`src/verilog/adcc_map.svh`:
```
`ifndef ADCC_MAP_SVH
`define ADCC_MAP_SVH

// register indices; byte address is four times the index
`define ADCC_IDX_RES_HIGH 8'h1e
`define ADCC_IDX_CTRL_A 8'h1f
`define ADCC_IDX_RES_LOW 8'h9e
`define ADCC_IDX_CONFIG 8'h9f
`define ADCC_IDX_STATUS 8'h20
// reset values and readable-bit masks
`define ADCC_CTRL_RESET 8'h00
`define ADCC_CFG_RESET 8'h00
`define ADCC_CTRL_MASK 8'hfd
`define ADCC_CFG_MASK 8'hcf
// field positions
`define ADCC_GO_BIT 2
`define ADCC_PWR_BIT 0
`define ADCC_DONE_BIT 0
// timing
`define ADCC_CONV_PERIODS 12
`define ADCC_CLK_PERIOD_NS 50
`define ADCC_RC_PERIOD_NS 4000
`define ADCC_RC_PERIOD_CYCLES (`ADCC_RC_PERIOD_NS / `ADCC_CLK_PERIOD_NS)
`endif

```
`src/verilog/adcc_pkg.sv`:
```
package adcc_pkg;
  // first control register layout
  typedef struct packed {
    logic [1:0] conv_clock_sel_low;
    logic [2:0] channel_select;
    logic convert_go;
    logic spare;
    logic module_power_on;
  } adcc_ctrl_t;
  // configuration register layout
  typedef struct packed {
    logic result_justify_select;
    logic conv_clock_sel_high;
    logic [1:0] spare;
    logic [3:0] port_config_field;
  } adcc_cfg_t;
  // pin and reference steering handed to the pads
  typedef struct packed {
    logic [7:0] analog_pins;
    logic vref_high_pin;
    logic vref_low_pin;
    logic [3:0] analog_count;
  } adcc_pins_t;
  // conversion sequencer
  typedef enum logic [1:0] {
    ADCC_IDLE = 2'b01,
    ADCC_CONV = 2'b10
  } adcc_state_t;
endpackage : adcc_pkg

```
`src/verilog/adcc_top.sv`:
```
`timescale 1ns/1ns
`include "adcc_map.svh"
module adcc_top #(
  parameter int unsigned RC_PERIOD_CYCLES = `ADCC_RC_PERIOD_CYCLES,
  parameter int unsigned CONV_PERIODS = `ADCC_CONV_PERIODS
) (
  input wire logic mclk,
  input wire logic reset,
  // apb slave
  input wire logic psel,
  input wire logic penable,
  input wire logic pwrite,
  input wire logic [11:0] paddr,
  input wire logic [31:0] pwdata,
  output logic [31:0] prdata,
  output logic pready,
  output logic pslverr,
  // analog front end
  input wire logic comparator_high,
  output logic converter_power_on,
  output logic [2:0] channel_select,
  output logic sample_hold,
  output logic [9:0] trial_code,
  output adcc_pkg::adcc_pins_t pin_config,
  // status toward the system
  output logic conversion_done_flag,
  output logic conversion_busy
);

  // refuse settings the counters cannot hold
  if (RC_PERIOD_CYCLES < 2 || RC_PERIOD_CYCLES > 127) begin : g_rc_chk
    $error("rc bit period out of range");
  end
  if (CONV_PERIODS < 12 || CONV_PERIODS > 15) begin : g_len_chk
    $error("conversion length out of range");
  end

  // software-visible state
  adcc_pkg::adcc_ctrl_t ctrl;
  adcc_pkg::adcc_cfg_t cfg;
  logic [7:0] result_high_byte;
  logic [7:0] result_low_byte;
  adcc_pkg::adcc_state_t state;
  // bit-period divider and period index
  logic [6:0] bp_cnt;
  logic [3:0] bp_idx;

  // apb phase decode
  wire setup = psel & ~penable;
  wire access = psel & penable;
  wire wr_en = access & pwrite;
  // word aligned, inside the 1 KiB window
  wire aligned = (paddr[1:0] == 2'h0) && (paddr[11:10] == 2'h0);
  wire [7:0] idx = paddr[9:2];
  wire hit_rh = aligned && (idx == `ADCC_IDX_RES_HIGH);
  wire hit_ctrl = aligned && (idx == `ADCC_IDX_CTRL_A);
  wire hit_rl = aligned && (idx == `ADCC_IDX_RES_LOW);
  wire hit_cfg = aligned && (idx == `ADCC_IDX_CONFIG);
  wire hit_st = aligned && (idx == `ADCC_IDX_STATUS);
  wire mapped = hit_rh | hit_ctrl | hit_rl | hit_cfg | hit_st;

  // zero wait states; unmapped answers with an error
  assign pready = 1'b1;
  assign pslverr = access & ~mapped;

  // per-register write strobes
  wire wr_ctrl = wr_en & hit_ctrl;
  wire wr_cfg = wr_en & hit_cfg;
  wire wr_rh = wr_en & hit_rh;
  wire wr_rl = wr_en & hit_rl;
  wire wr_st = wr_en & hit_st;

  // fields of the incoming write
  wire wd_go = pwdata[`ADCC_GO_BIT];
  wire wd_pwr = pwdata[`ADCC_PWR_BIT];
  wire busy = (state == adcc_pkg::ADCC_CONV);

  // start only with power already on; a write that
  // powers up in the same beat does not start
  wire start = wr_ctrl & wd_go & wd_pwr & ~busy
             & ctrl.module_power_on;
  // clearing go or power mid-conversion aborts
  wire abort = busy & wr_ctrl & (~wd_go | ~wd_pwr);

  // bit period in mclk cycles from the 3-bit select
  function automatic logic [6:0] bp_div(
    input logic hi,
    input logic [1:0] lo
  );
    logic [6:0] d;
    d = 7'h02;
    unique case ({hi, lo})
      3'b000: d = 7'h02;
      3'b001: d = 7'h08;
      3'b010: d = 7'h20;
      3'b100: d = 7'h04;
      3'b101: d = 7'h10;
      3'b110: d = 7'h40;
      // x11: free-running rc stand-in
      default: d = RC_PERIOD_CYCLES[6:0];
    endcase
    return d;
  endfunction : bp_div

  // selected period, minus one for the compare
  wire [6:0] div_val = bp_div(cfg.conv_clock_sel_high,
                              ctrl.conv_clock_sel_low);
  wire [6:0] div_last = div_val - 7'h01;
  wire bp_tick = busy && (bp_cnt == div_last);
  wire [3:0] bp_final = CONV_PERIODS[3:0] - 4'h1;
  wire last_bp = (bp_idx == bp_final);
  // completion at the end of the last bit period
  wire finish = bp_tick & last_bp & ~abort;

  // successive approximation: period k tests bit 10-k
  wire in_bits = (bp_idx != 4'h0) && (bp_idx <= 4'ha);
  wire [3:0] shamt = bp_idx - 4'h1;
  wire [9:0] cur_mask = in_bits ? (10'h200 >> shamt) : 10'h000;
  wire [9:0] keep_bit = comparator_high ? cur_mask : 10'h000;
  wire [9:0] next_trial = (bp_idx == 4'h0) ? 10'h200 :
    ((trial_code & ~cur_mask) | keep_bit | (cur_mask >> 1));

  // result formatting by justify select
  wire [7:0] fmt_high = cfg.result_justify_select ?
    {6'h00, trial_code[9:8]} :
    trial_code[9:2];
  wire [7:0] fmt_low = cfg.result_justify_select ?
    trial_code[7:0] :
    {trial_code[1:0], 6'h00};

  // next control value: go follows start, abort, finish
  wire next_go = finish ? 1'b0 :
    (wr_ctrl ? (busy ? ~abort : start) : ctrl.convert_go);
  // one driver for the whole word; bit 1 always low
  adcc_pkg::adcc_ctrl_t next_ctrl;
  assign next_ctrl = wr_ctrl ?
    {pwdata[7:3], next_go, 1'b0, wd_pwr} :
    {ctrl[7:3], next_go, 1'b0, ctrl.module_power_on};

  // next configuration; spare bits forced low
  wire [7:0] cfg_in = pwdata[7:0] & `ADCC_CFG_MASK;
  wire [7:0] next_cfg = wr_cfg ? cfg_in : cfg;

  // completion outranks a software write
  wire [7:0] next_rh = finish ? fmt_high :
    (wr_rh ? pwdata[7:0] : result_high_byte);
  wire [7:0] next_rl = finish ? fmt_low :
    (wr_rl ? pwdata[7:0] : result_low_byte);

  // done flag: set beats a software clear
  wire clr_done = wr_st & ~pwdata[`ADCC_DONE_BIT];
  wire next_done = finish |
    (conversion_done_flag & ~clr_done);

  // sequencer next state
  adcc_pkg::adcc_state_t next_state;
  always_comb begin
    next_state = state;
    unique case (state)
      adcc_pkg::ADCC_IDLE: begin
        if (start) begin
          next_state = adcc_pkg::ADCC_CONV;
        end
      end
      adcc_pkg::ADCC_CONV: begin
        if (finish || abort) begin
          next_state = adcc_pkg::ADCC_IDLE;
        end
      end
      default: begin
        next_state = adcc_pkg::ADCC_IDLE;
      end
    endcase
  end

  // pin steering per port configuration code
  function automatic adcc_pkg::adcc_pins_t pin_map(
    input logic [3:0] code
  );
    adcc_pkg::adcc_pins_t p;
    logic [3:0] n;
    p = '0;
    n = 4'h0;
    unique case (code)
      4'h0: p.analog_pins = 8'hff;
      4'h1: p.analog_pins = 8'hf7;
      4'h2: p.analog_pins = 8'h1f;
      4'h3: p.analog_pins = 8'h17;
      4'h4: p.analog_pins = 8'h0b;
      4'h5: p.analog_pins = 8'h03;
      4'h6, 4'h7: p.analog_pins = 8'h00;
      4'h8: p.analog_pins = 8'hf3;
      4'h9: p.analog_pins = 8'h3f;
      4'ha: p.analog_pins = 8'h37;
      4'hb: p.analog_pins = 8'h33;
      4'hc: p.analog_pins = 8'h13;
      4'hd: p.analog_pins = 8'h03;
      4'he: p.analog_pins = 8'h01;
      4'hf: p.analog_pins = 8'h01;
    endcase
    // pin three is the high reference for these codes
    unique case (code)
      4'h1, 4'h3, 4'h5, 4'h8, 4'ha, 4'hb, 4'hc, 4'hd, 4'hf:
        p.vref_high_pin = 1'b1;
      default: p.vref_high_pin = 1'b0;
    endcase
    // pin two is the low reference for these codes
    unique case (code)
      4'h8, 4'hb, 4'hc, 4'hd, 4'hf: p.vref_low_pin = 1'b1;
      default: p.vref_low_pin = 1'b0;
    endcase
    // reference pins are already absent from the mask
    for (int i = 0; i < 8; i++) begin
      n = n + {3'h0, p.analog_pins[i]};
    end
    p.analog_count = n;
    return p;
  endfunction : pin_map

  wire adcc_pkg::adcc_pins_t next_pins =
    pin_map(next_cfg[3:0]);

  // read mux; unimplemented bits come back zero
  wire [7:0] st_word = {7'h00, conversion_done_flag};
  wire [7:0] rd_byte =
    hit_ctrl ? (ctrl & `ADCC_CTRL_MASK) :
    hit_cfg ? (cfg & `ADCC_CFG_MASK) :
    hit_rh ? result_high_byte :
    hit_rl ? result_low_byte :
    hit_st ? st_word : 8'h00;

  // control registers; reset returns pins to analog
  always_ff @(posedge mclk) begin
    if (reset) begin
      ctrl <= `ADCC_CTRL_RESET;
      cfg <= `ADCC_CFG_RESET;
      state <= adcc_pkg::ADCC_IDLE;
      conversion_done_flag <= 1'b0;
    end else begin
      ctrl <= next_ctrl;
      cfg <= next_cfg;
      state <= next_state;
      conversion_done_flag <= next_done;
    end
  end

  // result pair; cleared at reset so reads are defined
  always_ff @(posedge mclk) begin
    if (reset) begin
      result_high_byte <= 8'h00;
      result_low_byte <= 8'h00;
    end else begin
      result_high_byte <= next_rh;
      result_low_byte <= next_rl;
    end
  end

  // bit-period divider, restarted on every start
  always_ff @(posedge mclk) begin
    if (reset || !busy || start) begin
      bp_cnt <= 7'h00;
      bp_idx <= 4'h0;
    end else if (bp_tick) begin
      bp_cnt <= 7'h00;
      bp_idx <= bp_idx + 4'h1;
    end else begin
      bp_cnt <= bp_cnt + 7'h01;
    end
  end

  // trial code to the dac; cleared at each start
  always_ff @(posedge mclk) begin
    if (reset || start) begin
      trial_code <= 10'h000;
    end else if (bp_tick) begin
      trial_code <= next_trial;
    end
  end

  // pad steering registered so pins never glitch
  always_ff @(posedge mclk) begin
    if (reset) begin
      pin_config <= pin_map(4'h0);
    end else begin
      pin_config <= next_pins;
    end
  end

  // read data captured in the setup beat
  always_ff @(posedge mclk) begin
    if (reset) begin
      prdata <= 32'h0000_0000;
    end else if (setup && !pwrite) begin
      prdata <= {24'h00_0000, rd_byte};
    end
  end

  // front-end controls straight from registers
  assign converter_power_on = ctrl.module_power_on;
  assign channel_select = ctrl.channel_select;
  assign conversion_busy = busy;
  // track while idle and powered and through bit period 0, hold from period 1
  assign sample_hold = ctrl.module_power_on &
    (~busy | (bp_idx == 4'h0));

endmodule : adcc_top
```
`config.mk`:
```
export PLATFORM = sky130hd
export DESIGN_NAME = adcc_top
export DESIGN_NICKNAME = d
export VERILOG_FILES = /design/src/verilog/adcc_pkg.sv /design/src/verilog/adcc_top.sv
export VERILOG_INCLUDE_DIRS = /design/src /design/src/verilog
export SDC_FILE = /design/constraint.sdc
export NUM_CORES = 1
export LEC_CHECK = 0
export BUFFER_PORTS_ARGS = -buffer_cell sky130_fd_sc_hd__buf_2
export CELL_PAD_IN_SITES_DETAIL_PLACEMENT = 1
export CELL_PAD_IN_SITES_GLOBAL_PLACEMENT = 1
export CORE_ASPECT_RATIO = 2
export CORE_UTILIZATION = 42
export CTS_CLUSTER_SIZE = 14
export DETAILED_ROUTE_END_ITERATION = 8
export HOLD_SLACK_MARGIN = 0.12
export PLACE_DENSITY = 0.87
export SLEW_MARGIN = 20
export SYNTH_ARGS = -nofsm -noshare
export SYNTH_HDL_FRONTEND = slang
export SYNTH_SLANG_ARGS = --single-unit
```
`constraint.sdc`:
```
create_clock -name mclk -period 7.9 [get_ports mclk]
set_clock_uncertainty 0.1 [all_clocks]
set_input_delay 0.79 -clock mclk [delete_from_list [all_inputs] [get_ports mclk]]
set_output_delay 0.79 -clock mclk [all_outputs]
set_load 0.02 [all_outputs]
```
==> impl_results.md <==
* Leak pwr at 1.98 nW
* Max VDD drop at 0.000117 V
* Post-Route WL at 13700 um
* Status: finished clean
* DRC at 0
* IO Pins at 115
* Post-CTS Setup Inserts at 0
* Post-cts resize count at 0
* Die width at 75.6 um
* Die Ht at 149 um
* Initial antenna violation count at 0
* Required time worst endpoint at 7.99 ns
* Vias per cell at 5.69
* Core area at 10500 sq um
* Max Slew Vio Count at 0
* H-tree Lvls at 3
* Synth area leaders: dfxtp_1, mux2i_1, nor2_1
* Worst slew pin tran at 0.967 ns
* Vias in the first global route at 4378
* # fillers at 1312
* Period utilisation layout at 0.691
* Biggest area consumer among synthesized cells: dfxtp_1
* Gr ovfl total at 0
* P per Cell Area at 173 nW/um^2
* Starting Density at 0.432
* Crit path max fanout at 16
* Final hold vios at 0
* FF/Latch Area at 1480 sq um
* Clock Latency Late Sink at 0.34 ns
* Sequential cell area fraction in the yosys report at 0.325
* Clock sink count at 74
* Syn Inst Count at 553
* Slowest CP cell: and2_1
* Most common cell in the netlist: dfxtp_1
* Count of different cell masters after synthesis at 65
* Max frequency at 0.183 GHz
* CP Launch Type: primary input
* Setup ws final at 2.44 ns
* Avg Inst Size Synth at 8.23 sq um
* Synth Register Bits at 74
* Final Instance Count excl. Fillers at 731
* Port bufs at 65
* Synth Cell Area at 4550 sq um
* Asr flop ratio synth at 0
* Final setup violation count at 0
* Pre-CTS setup slack at 2.36 ns
* Cell count after placement at 714
* Iteration-0 DRC Markers at 181
* Synth cell count leaders: dfxtp_1, nor2_1, nand2_1
* CP Capture Type: flop
* Worst hold path type: reg -> reg
* Via count at 4160
* Antenna diodes at 0
* Cell Chain, Critical Path: buf_2, or4_4, nor4_4, and2_1, mux2i_1, ha_1, a21boi_0, a2bb2oi_1, fa_1, inv_1, ha_1, inv_1, fa_1, xor2_1, nor2_1
* Final Wtd Congestion at 0.945
* Largest stage delay on the critical path at 0.69 ns
* Post-synth EDFFs at 0
* Clock Path Buffers at 2
* Crit path kind: in -> reg
* Synth top area share at 0.325
* Max-cap violation count at 0
* Crit path time final at 5.46 ns
* Slew Limit Headroom at 0.355
* Post-CTS Hold Fix Bufs at 0
* Row cnt at 53
* ANT nets after route at 0
* Synth warn at 0
* CTS tree: yes
* Root Buffer: clkbuf_16
* Predominant post-synthesis flop cell: dfxtp_1
* Die area at 11300 sq um
* Unrepaired setup endpoints after global routing: false
* Total GRT Usage at 0.254
* CTS Buf Count at 9
* Global-route wire length before repair at 21400 um
* Pre-antenna DRT Iters at 4
* DP Wirelength at 10000 um
* Drt wl/cell at 18.7 um
* Syn-to-layout area delta at 12.6%
* Largest net degree at the start of global routing at 54
* Area of the multi-input gates at 2740 sq um
* Nets at 656
* Layout cell share with drive strength beyond 1 at 0.209
* Register clock-pin slew on the reported worst setup and hold paths at 0.06 ns
* Final setup TNS at 0 ns
* Critical path arrival at 5.55 ns
-- where the power goes --
group          switching (mW)  leakage, nW  total (mW)  internal, mW
Sequential           0.000711        0.597       0.375         0.375
Combinational          0.0355         1.22      0.0467        0.0112
Clock                   0.162        0.165       0.464         0.302
Total                   0.198         1.98       0.886         0.688
-- cell usage in the layout, fill, tap and decap left out, types with 9 or more instances in the layout --
cell       synthesis  layout
nand2b_1          12      12
nand2_1           51      51
clkbuf_16          0       9
nor2_1            68      68
inv_1             15      15
buf_2              4      65
o21ai_0           12      12
dfxtp_1           74      74
ha_1              15      15
mux2i_1           30      30
a31oi_1           11      11
nand3_1           14      14
mux2_2            18      18
a21oi_1           40      40
conb_1             2      25
nor3_1            11      11
-- registers in the layout, summed over array words and instances, names as in the netlist --
| signal | cells |
|---|---|
| pin_config | 13 |
| trial_code | 10 |
| prdata | 8 |
| result_high_byte | 8 |
| result_low_byte | 8 |
| bp_cnt | 7 |
| cfg | 6 |
| bp_idx | 4 |
| channel_select | 3 |
| ctrl | 3 |
| state | 2 |
| conversion_done_flag | 1 |
| converter_power_on | 1 |
-- metrics by stage --
stage	hold slack [ns]	power [mW]	util	instance area [sq um]
final	0.361	0.886	0.486	5120
after global routing	0.384	0.906	0.486	5120
after CTS	0.370	0.887	0.485	5110
after detailed placement	0.354	0.430	0.453	4770
after global placement	0.339	0.428	0.453	4770
after floorplan	0.322	0.423	-	4640
-- critical path, delay by kind of cell --
kind | cells | cell delay, ns
buffers and inverters | 3 | 0.25
multiplexers | 1 | 0.37
adder cells (fa/ha/maj) | 4 | 1.40
AO/OA/AOI/OAI | 2 | 0.75
AND/OR/NAND/NOR | 4 | 1.84
XOR/XNOR | 1 | 0.14
-- worst paths after layout --
kind                          startpoint                               end  slack [ns]  cells after the start
setup reg to reg    ctrl[6]$_SDFFE_PP0P_  result_high_byte[5]$_SDFFE_PP0P_        4.52                      9
hold / removal    prdata[3]$_SDFFE_PP0P_            prdata[3]$_SDFFE_PP0P_        0.36                      2
hold reg to reg   prdata[3]$_SDFFE_PP0P_            prdata[3]$_SDFFE_PP0P_        0.36                      2
setup / recovery                paddr[1]          pin_config[2]$_SDFF_PP0_        2.44                     15
-- metal layers --
metal	global-route usage	wire (um)	vias up
li1	-	-	1944
met1	0.236	4780	2020
met2	0.476	7610	128
met3	0.0331	322	68
met4	0.179	941	0
met5	0	0	-
-- area by class of cell --
type	count	area share
inverter	15	0.0110
tap	137	0.0335
timing repair buffer	66	0.0657
sequential	74	0.289
clock buffer	12	0.0520
multi-input combinational	423	0.535
clock inverter	4	0.0142
-- cells by family (layout without fill, tap and decap cells) --
group | count (synthesis) | in the layout | synth area share
and+or+nand+nor | 212 | 212 | 0.237
adders and majority gates | 17 | 17 | 0.0500
xor gates and xnor gates | 11 | 11 | 0.0212
DFF | 74 | 74 | 0.325
AOI/OAI and AO/OA | 107 | 107 | 0.151
buffers and inverters | 79 | 97 | 0.0918
muxes | 51 | 51 | 0.122
other | 2 | 25 | 0.00165
Power figures use the tool's default switching activity.
